## config.mk

```make
export PLATFORM = sky130hd
export DESIGN_NAME = flom_logic_op
export DESIGN_NICKNAME = d
export VERILOG_FILES = /design/src/hw/flom_pkg.sv /design/src/hw/flom_logic_op.sv
export VERILOG_INCLUDE_DIRS = /design/src /design/src/hw
export SDC_FILE = /design/constraint.sdc
export NUM_CORES = 2
export LEC_CHECK = 0
export ABC_CLOCK_PERIOD_IN_PS = 22500
export BUFFER_PORTS_ARGS = -buffer_cell sky130_fd_sc_hd__buf_4
export CORE_ASPECT_RATIO = 0.6
export CORE_MARGIN = 3
export CORE_UTILIZATION = 45
export DETAILED_ROUTE_END_ITERATION = 10
export HOLD_SLACK_MARGIN = 0.06
export REMOVE_ABC_BUFFERS = 1
export SYNTH_ARGS = -nofsm -noshare
export SYNTH_HDL_FRONTEND = slang
export SYNTH_SLANG_ARGS = --single-unit
```

## constraint.sdc

```tcl
create_clock -name clk -period 22.5 [get_ports clk]
set_input_delay 4.5 -clock clk [delete_from_list [all_inputs] [get_ports clk]]
set_output_delay 4.5 -clock clk [all_outputs]
set_load 0.02 [all_outputs]
```

## src/hw/flom_regs.svh

```systemverilog
// constants for the fragment logic-op and multisample stage
`ifndef FLOM_REGS_SVH
`define FLOM_REGS_SVH
`define FLOM_FN_CLEAR 4'h0
`define FLOM_FN_AND 4'h1
`define FLOM_FN_AND_REVERSE 4'h2
`define FLOM_FN_COPY 4'h3
`define FLOM_FN_NOT_SRC_AND_DST 4'h4
`define FLOM_FN_KEEP_DESTINATION 4'h5
`define FLOM_FN_XOR 4'h6
`define FLOM_FN_OR 4'h7
`define FLOM_FN_NOR 4'h8
`define FLOM_FN_EQUIVALENCE 4'h9
`define FLOM_FN_INVERT 4'hA
`define FLOM_FN_OR_REVERSE 4'hB
`define FLOM_FN_INVERTED_SOURCE 4'hC
`define FLOM_FN_NOT_SRC_OR_DST 4'hD
`define FLOM_FN_NAND 4'hE
`define FLOM_FN_SET 4'hF
`define FLOM_RST_FUNCTION `FLOM_FN_COPY
`define FLOM_RST_INDEX_EN 1'b0
`define FLOM_RST_COLOR_EN 1'b0
`define FLOM_NUM_COMPONENTS 4
`endif

```

## src/hw/flom_pkg.sv

```systemverilog
// types for the fragment logic-op and multisample stage
package flom_pkg;
  typedef logic [3:0] flom_func_t;
endpackage : flom_pkg

```

## src/hw/flom_logic_op.sv

```systemverilog
// fragment logic-op stage with per-sample write masks, all samples in one cycle, and resolve
`timescale 1ns/1ps
`include "flom_regs.svh"
module flom_logic_op #(
  parameter int NB = 2,
  parameter int NS = 4,
  parameter int CW = 8
) (
  input wire logic clk,
  input wire logic srst,
  input wire logic ce,
  input wire logic cfg_write,
  input wire flom_pkg::flom_func_t cfg_function,
  input wire logic cfg_index_enable,
  input wire logic cfg_color_enable,
  output logic [3:0] select_bitwise_function,
  output logic index_logic_enable,
  output logic color_logic_enable,
  input wire logic srgb_conversion_enable,
  input wire logic blend_enable,
  input wire logic index_mode,
  input wire logic multisample_enable,
  input wire logic sample_buffer_present,
  input wire logic center_sample_shortcut,
  input wire logic draw_none,
  input wire logic [NB-1:0] draw_select,
  input wire logic [NB-1:0] dst_is_float,
  input wire logic [NB-1:0] dst_is_srgb,
  input wire logic frag_valid,
  input wire logic [NB*4*CW-1:0] frag_color,
  input wire logic [NB*4*CW-1:0] blend_color,
  input wire logic [NS-1:0] coverage,
  input wire logic [NS-1:0] test_pass,
  input wire logic center_depth_pass,
  input wire logic [NB*NS*4*CW-1:0] dst_sample,
  output logic out_valid,
  output logic blend_bypass,
  output logic [NB*NS*4*CW-1:0] sample_color,
  output logic [NB*NS-1:0] sample_color_we,
  output logic [NS-1:0] stencil_we,
  output logic [NS-1:0] depth_we,
  output logic [NB*4*CW-1:0] resolve_color,
  output logic [NB-1:0] resolve_we
);
  import flom_pkg::*;

  localparam int NC = `FLOM_NUM_COMPONENTS;
  localparam int SB = (NS > 1) ? $clog2(NS) : 1;

  typedef struct packed {
    flom_func_t func;
    logic idx_en;
    logic col_en;
    logic valid;
    logic bypass;
    logic [NB*NS*NC*CW-1:0] scol;
    logic [NB*NS-1:0] scol_we;
    logic [NS-1:0] st_we;
    logic [NS-1:0] dp_we;
    logic [NB*NC*CW-1:0] rcol;
    logic [NB-1:0] rwe;
  } flom_state_s;

  flom_state_s state_reg;
  flom_state_s state_next;

  // bitwise function; codes match X11 numbering so software passes them through
  function automatic logic [CW-1:0] flom_bitop(flom_func_t f, logic [CW-1:0] s,
                                               logic [CW-1:0] d);
    logic [CW-1:0] r;
    r = '0;
    unique case (f)
      `FLOM_FN_CLEAR: r = '0;
      `FLOM_FN_AND: r = s & d;
      `FLOM_FN_AND_REVERSE: r = s & ~d;
      `FLOM_FN_COPY: r = s;
      `FLOM_FN_NOT_SRC_AND_DST: r = ~s & d;
      `FLOM_FN_KEEP_DESTINATION: r = d;
      `FLOM_FN_XOR: r = s ^ d;
      `FLOM_FN_OR: r = s | d;
      `FLOM_FN_NOR: r = ~(s | d);
      `FLOM_FN_EQUIVALENCE: r = ~(s ^ d);
      `FLOM_FN_INVERT: r = ~d;
      `FLOM_FN_OR_REVERSE: r = s | ~d;
      `FLOM_FN_INVERTED_SOURCE: r = ~s;
      `FLOM_FN_NOT_SRC_OR_DST: r = ~s | d;
      `FLOM_FN_NAND: r = ~(s & d);
      `FLOM_FN_SET: r = '1;
    endcase
    return r;
  endfunction : flom_bitop

  logic per_sample;
  logic full_cover;
  logic shortcut;
  logic go;
  logic [NS-1:0] col_wr;
  logic [NS-1:0] st_wr;
  logic [NS-1:0] dp_wr;
  logic [NB-1:0] logic_on;
  logic [NB-1:0] buf_wr;
  logic [NB*NS*NC*CW-1:0] new_w;
  logic [NB*NC*CW-1:0] avg_w;

  assign per_sample = multisample_enable & sample_buffer_present;
  assign full_cover = ~multisample_enable & sample_buffer_present;
  assign shortcut = full_cover & center_sample_shortcut;
  // draw none suppresses every write, sample store included
  assign go = frag_valid & ~draw_none;

  // sample write masks; tests are evaluated upstream, only their results arrive here
  always_comb begin
    col_wr = '0;
    st_wr = '0;
    dp_wr = '0;
    if (per_sample) begin
      col_wr = coverage & test_pass;
      st_wr = coverage;
      dp_wr = coverage & test_pass;
    end else if (shortcut) begin
      st_wr = '1;
      col_wr = {NS{center_depth_pass}};
      dp_wr = {NS{center_depth_pass}};
    end else if (full_cover) begin
      col_wr = test_pass;
      st_wr = '1;
      dp_wr = test_pass;
    end else begin
      col_wr[0] = test_pass[0];
      st_wr[0] = 1'b1;
      dp_wr[0] = test_pass[0];
    end
  end

  genvar b, s, c;
  generate
    for (b = 0; b < NB; b++) begin : g_buf
      // float targets, and sRGB targets while sRGB conversion is enabled, keep the plain source value
      assign logic_on[b] = (index_mode ? state_reg.idx_en : state_reg.col_en)
                           & ~dst_is_float[b]
                           & ~(srgb_conversion_enable & dst_is_srgb[b]);
      // aliased selections are not checked; such an image ends undefined
      assign buf_wr[b] = go & draw_select[b];
      for (c = 0; c < NC; c++) begin : g_comp
        logic [CW-1:0] src;
        logic [CW+SB-1:0] acc;
        // blended value only used while colour logic is off
        assign src = (blend_enable & ~state_reg.col_en & ~index_mode)
                     ? blend_color[(b*NC+c)*CW +: CW]
                     : frag_color[(b*NC+c)*CW +: CW];
        for (s = 0; s < NS; s++) begin : g_smp
          logic [CW-1:0] dst;
          logic [CW-1:0] res;
          assign dst = dst_sample[((b*NS+s)*NC+c)*CW +: CW];
          assign res = logic_on[b] ? flom_bitop(state_reg.func, src, dst) : src;
          // samples not written keep their stored value for the resolve
          assign new_w[((b*NS+s)*NC+c)*CW +: CW] = (buf_wr[b] & col_wr[s]) ? res : dst;
        end
        always_comb begin
          acc = '0;
          for (int k = 0; k < NS; k++) begin
            acc = acc + (CW+SB)'(new_w[((b*NS+k)*NC+c)*CW +: CW]);
          end
        end
        // power-of-two sample count assumed so the average is a shift
        assign avg_w[(b*NC+c)*CW +: CW] = (NS > 1) ? acc[SB +: CW] : acc[CW-1:0];
      end
    end
  endgenerate

  always_comb begin
    state_next = state_reg;
    if (cfg_write) begin
      state_next.func = cfg_function;
      state_next.idx_en = cfg_index_enable;
      state_next.col_en = cfg_color_enable;
    end
    state_next.valid = frag_valid;
    state_next.bypass = state_reg.col_en;
    state_next.scol = new_w;
    state_next.st_we = go ? st_wr : '0;
    state_next.dp_we = go ? dp_wr : '0;
    for (int i = 0; i < NB; i++) begin
      state_next.scol_we[i*NS +: NS] = buf_wr[i] ? col_wr : '0;
      // colour buffers only see the combined value, never a raw sample
      state_next.rwe[i] = buf_wr[i] & sample_buffer_present & (|col_wr);
    end
    state_next.rcol = avg_w;
    if (srst) begin
      state_next = '0;
      state_next.func = `FLOM_RST_FUNCTION;
      state_next.idx_en = `FLOM_RST_INDEX_EN;
      state_next.col_en = `FLOM_RST_COLOR_EN;
    end
  end

  // write-through each fragment, so no deferred resolve state to keep coherent
  always_ff @(posedge clk) begin
    if (srst | ce) begin
      state_reg <= state_next;
    end
  end

  assign select_bitwise_function = state_reg.func;
  assign index_logic_enable = state_reg.idx_en;
  assign color_logic_enable = state_reg.col_en;
  assign out_valid = state_reg.valid;
  assign blend_bypass = state_reg.bypass;
  assign sample_color = state_reg.scol;
  assign sample_color_we = state_reg.scol_we;
  assign stencil_we = state_reg.st_we;
  assign depth_we = state_reg.dp_we;
  assign resolve_color = state_reg.rcol;
  assign resolve_we = state_reg.rwe;
endmodule : flom_logic_op

```

Word level (Yosys, flattened, before mapping):

Cells that the tools add are included.

* bits in registers: 346
* bits of input ports: 417
* word-level logic and storage cells: 569

* add/sub/neg operators: 24
* equal/unequal tests: 15
* multiplexer cells: 112
* bitwise logic cells: 399
* reductions and logical operators: 7

Operators by type and width (number)
* $pmux W8 S16: 32
* $not A8 Y8: 136
* $and A8 B8 Y8: 96
* $or A8 B8 Y8: 96
* $mux W8: 72
* $xor A8 B8 Y8: 32
* $add A10 B8 Y10: 8
* $add A9 B8 Y10: 8
* $add A8 B8 Y9: 8
* $eq A4 B4 Y1 const B: 8
* $and A1 B1 Y1: 26
* $eq A4 B3 Y1 const B: 4
* $mux W4: 4
* $not A1 Y1: 11
* $eq A4 B2 Y1 const B: 2
* $mux W3: 2
* $mux W6: 1
* $reduce_or A2 Y1: 3
* $and A4 B4 Y4: 1
* $eq A4 B1 Y1 const B: 1
* $logic_not A4 Y1: 1
* $reduce_or A4 Y1: 1
* $reduce_and A2 Y1: 1
* $reduce_bool A2 Y1: 1
* other kinds (2): 2

Logic depth before layout (Yosys ltp):

* depth after elaboration: 12
* gate-level depth with buffers: 28
* mapped depth without buffers: 26

Worst setup path after synthesis:

Ideal clock, no wire load.

* path kind: input -> register
* start: input index_mode
* end: register state_reg, in the netlist resolve_color[45] (data pin)
* library setup time: 266 ps
* data arrival time: 9992 ps
* required time: 22234 ps
* slack: 12242 ps
* stages: 24
* path through: nor3b_1 buf_2 buf_2 buf_6 mux2i_1 inv_1 ha_1 a22oi_1 o211ai_1 a2111oi_0 a31oi_1 o21ai_0 nand2_1 fa_1 fa_1 or3b_2 fa_1 nor2b_1 o21ai_0 nand2b_1 a21o_1 a21o_1 xnor2_1 nor2_1

RTL lines
* start: declaration: line flom_logic_op.sv:21 `input wire logic index_mode,`
* $not A1 Y1: line flom_logic_op.sv:148 `assign src = (blend_enable & ~state_reg.col_en & ~index_mode)`
* $and A1 B1 Y1: line flom_logic_op.sv:148
* $mux W8: line flom_logic_op.sv:149 `? blend_color[(b*NC+c)*CW +: CW]`
* $and A8 B8 Y8 (tied with other cells): line flom_logic_op.sv:74, flom_logic_op.sv:87
* $not A8 Y8 (tied with other cells): line flom_logic_op.sv:87 `` `FLOM_FN_NAND: r = ~(s & d); ``
* $pmux W8 S16: line flom_logic_op.sv:72 `unique case (f)`
* $mux W8 *: line flom_logic_op.sv:155 `assign res = logic_on[b] ? flom_bitop(state_reg.func, src, dst) : src;`
* $mux W8 *: line flom_logic_op.sv:157 `assign new_w[((b*NS+s)*NC+c)*CW +: CW] = (buf_wr[b] & col_wr[s]) ? res : dst;`
* net new_w[201]: line flom_logic_op.sv:102 `logic [NB*NS*NC*CW-1:0] new_w;`
* $add A9 B8 Y10 *: line flom_logic_op.sv:162 `acc = acc + (CW+SB)'(new_w[((b*NS+k)*NC+c)*CW +: CW]);`
* $add A10 B8 Y10 *: line flom_logic_op.sv:162
* end signal: assignment: line flom_logic_op.sv:200 `state_reg <= state_next;`
* end: declaration: line flom_logic_op.sv:64 `flom_state_s state_reg;`

Mark *: on every way through the listed nets, which the timed path passes. The rest lies on a longest branch.
A chain may end at the register's enable or synchronous reset.

Worst setup path after layout:

* start: input blend_enable
* end: register state_reg, in the netlist resolve_color[55] (data pin)

* longest elaborated chain between the ends: 11

Ends and longest elaborated chain
* start: declaration: line flom_logic_op.sv:20 `input wire logic blend_enable,`
* $and A1 B1 Y1 * (2 in a row): line flom_logic_op.sv:148
* $mux W8 *: line flom_logic_op.sv:149
* $and A8 B8 Y8 (tied with other cells): line flom_logic_op.sv:74, flom_logic_op.sv:87
* $not A8 Y8 (tied with other cells): line flom_logic_op.sv:87
* $pmux W8 S16: line flom_logic_op.sv:72
* $mux W8 *: line flom_logic_op.sv:155
* $mux W8 *: line flom_logic_op.sv:157
* net new_w[147]: line flom_logic_op.sv:102
* $add A8 B8 Y9 *: line flom_logic_op.sv:162
* $add A9 B8 Y10 *: line flom_logic_op.sv:162
* $add A10 B8 Y10 *: line flom_logic_op.sv:162

Marks and branches as above.

==> reports/summary.md <==
STA
- **number of failing setup endpoints in the final timing report** 0
- **final worst clock skew** 31.1 ps
- **Final Hold Vio Count** 0
- **worst slew slack as a fraction of its limit** 13.4%
- **Final Worst Setup Slack** 11650 ps
- **post-route worst hold slack** 584 ps
- **setup repair after global routing missed its margin** false
- **final worst path period need** 10850 ps
- **Max Freq** 92.1 MHz
- **final clock period utilization by the worst path** 48.2%
- **Max Slew Vio Count** 0
- **Worst-Margin Slew** 1300 ps

Synthesis
- **Syn Std Cell Area** 62600 um2
- **fraction of post-synthesis cell area in the top cell type by area** 21.6%
- **flops & latches, synth** 346
- **cell type with the largest total area after synthesis** sky130_fd_sc_hd__ha_1
- **number of distinct standard cells referenced by the synthesized netlist** 88
- **Avg Synthesized Cell Area** 8.26 um2
- **cell types with the highest counts after synthesis** sky130_fd_sc_hd__ha_1, sky130_fd_sc_hd__inv_1, sky130_fd_sc_hd__nor2_1
- **count of mapped cells out of synthesis** 7574
- **flip-flop cell with the highest count after synthesis** sky130_fd_sc_hd__edfxtp_1
- **Ys Warns** 0
- **most area-consuming cells after synthesis** sky130_fd_sc_hd__ha_1, sky130_fd_sc_hd__edfxtp_1, sky130_fd_sc_hd__a21oi_1, sky130_fd_sc_hd__fa_1, sky130_fd_sc_hd__o21ai_0
- **most frequent cell after synthesis** sky130_fd_sc_hd__ha_1
- **share of synthesized registers carrying an async set or reset** 0%
- **number of enable-type register cells in the synthesized netlist** 346
- **register area share after synthesis** 16.6%

Detailed routing
- **number of nets with antenna violations after routing** 0
- **total detailed-routing wirelength** 302000 um
- **detailed-routing iteration count for the pre-antenna-repair pass** 7
- **detailed-route DRC error count** 0
- **vias per cell** 6.87
- **via count of the routed design** 67400
- **routed length per instance** 30.9 um
- **violation count after the first detailed-routing iteration** 10200

Global route
- **maximum number of pins on one net before global-route repair** 155
- **Overall Global Routing Usage** 39.9%
- **wire length of the first global-routing pass** 431000 um
- **Remaining Overflow, GRT** 0
- **via count of the first global-routing pass** 62900
- **antenna violations before repair** 80

Power and ir drop
- **sw frac** 46.8%
- **proportion of power drawn by combinational gates** 58.5%
- **switching pwr** 1.82 mW
- **Flop pwr share** 22.5%
- **Static Leak** 31.3 nW
- **Cell Int Power** 2.07 mW
- **clock network fraction of total power** 19.1%
- **peak ir drop on the vdd network** 0.0000474 V
- **Power Density** 54.6 nW/um2

Critical path
- **arrival time at the worst endpoint** 11220 ps
- **critical path launch point type** input pin
- **critical path type** input pin to register
- **kind of end point of the critical path** register
- **required time of the critical path** 22870 ps
- **maximum net fanout on the critical path** 22

Die
- **boundary pin count** 763
- **Die ar.** 144000 um2
- **die width** 487 um
- **effective utilization at floorplan** 45.5%
- **core area** 137000 um2
- **die height** 295 um
- **number of placement rows** 105

Clock tree
- **CTS Hold Bufs** 0
- **maximum buffer depth of the clock tree** 3
- **H-tree levels** 2
- **number of setup buffers added after CTS** 0
- **clock transition at the register clock pins on the worst setup and hold paths after CTS** 70 ps
- **cell at the root of the clock tree** sky130_fd_sc_hd__clkbuf_16
- **CTS resizes** 0
- **total number of clock tree sinks** 346
- **latest clock arrival within the worst-skew pair** 660 ps
- **clock tree from TritonCTS** built
- **total CTS buffers** 41

Layout
- **final instance area** 71100 um2
- **Layout Area Growth over Synthesis** 13.7%
- **number of nets at the end of the flow** 9513
- **share of final-layout standard cells stronger than drive strength 1** 15.8%

Placed design
- **Detail Placement HPWL** 198000 um
- **number of input and output port buffers inserted** 762
- **setup slack after placement** 11140 ps
- **placement-stage cell area** 69600 um2
- **Final GP Congestion** 0.948

Hold path
- **hold crit path type** register to register

Run status
- **run status** finished, final reports clean

Job
- **Max Cap Violations** 0

final timing paths:
path,from,end,slack [ps],cells past startpoint
setup reg to reg,select_bitwise_function[3],resolve_color[29],14560,20
hold / removal,color_logic_enable,blend_bypass,580,1
setup / recovery,blend_enable,resolve_color[55],11650,26
hold reg to reg,color_logic_enable,blend_bypass,580,1
power by group through the flow:
stage	clock network, mW	registers, mW	logic [mW]
after detailed placement	0	0.884	2.19
after global routing	0.778	0.879	2.43
final	0.741	0.872	2.27
after floorplan	0	1.06	1.30
after global placement	0	0.886	2.15
after CTS	0.754	0.873	2.20
metal layers:
layer,part of all wire [%],global-route usage [%]
met1,39,52.4
met2,41,57.6
met3,14,12.1
met4,6.3,23.5
met5,0.072,0
stage by stage:
| step | total power [mW] | cells | util [%] | setup TNS, ps |
|---|---|---|---|---|
| final | 3.88 | 9802 | 51.8 | 0 |
| after global routing | 4.09 | 9784 | 51.7 | 0 |
| after CTS | 3.83 | 9739 | 51.7 | 0 |
| after detailed placement | 3.07 | 9664 | 50.6 | 0 |
| after global placement | 3.04 | 9664 | 50.6 | 0 |
| after floorplan | 2.37 | 6918 | - | -715020 |
worst max-delay path: stages:
cell and delay (ps):
sky130_fd_sc_hd__buf_4 220, sky130_fd_sc_hd__nor3b_2 240, sky130_fd_sc_hd__buf_4 520, sky130_fd_sc_hd__mux2i_1 1010, sky130_fd_sc_hd__inv_1 420, sky130_fd_sc_hd__ha_1 410, sky130_fd_sc_hd__nand2b_1 70, sky130_fd_sc_hd__o21ai_0 70
sky130_fd_sc_hd__a221o_1 310, sky130_fd_sc_hd__a31oi_1 190, sky130_fd_sc_hd__o211ai_1 120, sky130_fd_sc_hd__a21oi_1 170, sky130_fd_sc_hd__o21ai_0 140, sky130_fd_sc_hd__fa_1 590, sky130_fd_sc_hd__inv_1 50, sky130_fd_sc_hd__fa_1 490
sky130_fd_sc_hd__inv_1 40, sky130_fd_sc_hd__ha_1 310, sky130_fd_sc_hd__nor2b_1 160, sky130_fd_sc_hd__o21ai_0 150, sky130_fd_sc_hd__nand2b_1 120, sky130_fd_sc_hd__a21o_1 250, sky130_fd_sc_hd__a21o_1 220, sky130_fd_sc_hd__a21o_1 180
sky130_fd_sc_hd__a21oi_1 150, sky130_fd_sc_hd__nor2_1 50
cell usage in the layout, fill, tap and decap left out, types with 20 or more instances in the layout:
| cell | n |
|---|---|
| sky130_fd_sc_hd__o22a_1 | 28 |
| sky130_fd_sc_hd__a22o_1 | 28 |
| sky130_fd_sc_hd__and2_1 | 135 |
| sky130_fd_sc_hd__a21oi_1 | 529 |
| sky130_fd_sc_hd__o31ai_1 | 60 |
| sky130_fd_sc_hd__a221o_1 | 80 |
| sky130_fd_sc_hd__o221ai_1 | 219 |
| sky130_fd_sc_hd__a21o_1 | 90 |
| sky130_fd_sc_hd__nand2_1 | 463 |
| sky130_fd_sc_hd__o21ai_0 | 510 |
| sky130_fd_sc_hd__ha_1 | 1080 |
| sky130_fd_sc_hd__nor2_1 | 554 |
| sky130_fd_sc_hd__nand3b_1 | 21 |
| sky130_fd_sc_hd__nor3_1 | 54 |
| sky130_fd_sc_hd__nor2b_1 | 73 |
| sky130_fd_sc_hd__a31oi_1 | 125 |
| sky130_fd_sc_hd__nor2_4 | 20 |
| sky130_fd_sc_hd__a2111oi_0 | 33 |
| sky130_fd_sc_hd__o2bb2ai_1 | 40 |
| sky130_fd_sc_hd__and3_1 | 21 |
| sky130_fd_sc_hd__or2_2 | 29 |
| sky130_fd_sc_hd__mux2i_1 | 169 |
| sky130_fd_sc_hd__mux2_2 | 51 |
| sky130_fd_sc_hd__a21boi_0 | 25 |
| sky130_fd_sc_hd__fa_1 | 128 |
| sky130_fd_sc_hd__mux4_2 | 71 |
| sky130_fd_sc_hd__clkbuf_16 | 43 |
| sky130_fd_sc_hd__buf_4 | 916 |
| sky130_fd_sc_hd__a221oi_1 | 195 |
| sky130_fd_sc_hd__nand2b_1 | 94 |
| sky130_fd_sc_hd__a22oi_1 | 145 |
| sky130_fd_sc_hd__xnor2_1 | 23 |
| sky130_fd_sc_hd__a2bb2oi_1 | 26 |
| sky130_fd_sc_hd__o22ai_1 | 238 |
| sky130_fd_sc_hd__inv_1 | 580 |
| sky130_fd_sc_hd__diode_2 | 63 |
| sky130_fd_sc_hd__a211oi_1 | 145 |
| sky130_fd_sc_hd__nand3_1 | 51 |
| sky130_fd_sc_hd__o211ai_1 | 161 |
| sky130_fd_sc_hd__edfxtp_1 | 346 |
layout make-up:
cell class              count  area [um2]
diodes                     63         158
clock buffers              45        1080
clock inverters            30         325
fillers                 13000       66300
inverters                 585        2220
multi-input cells        5987       47600
flip-flops and latches    346       10400
well taps                1819        2280
repair buffers            927        7090
flip-flops by register name, indices dropped and copies added (netlist names), 2 cells and up:
name                     cells
resolve_color               64
select_bitwise_function      4
stencil_we                   4
sample_color_we              8
sample_color               256
depth_we                     4
resolve_we                   2
logic make-up (layout without fill, tap and decap cells):
family | after synthesis | in the layout | share of synthesized area, %
muxes | 294 | 294 | 6.23
other | 0 | 63 | 0
xor gates and xnor gates | 27 | 27 | 0.378
buffers and inverters | 1241 | 1587 | 8.03
and+or+nand+nor | 1639 | 1639 | 12.4
DFF | 346 | 346 | 16.6
AOI/OAI and AO/OA | 2819 | 2819 | 30.7
adders and majority gates | 1208 | 1208 | 25.7
Power figures use the tool's default switching activity.
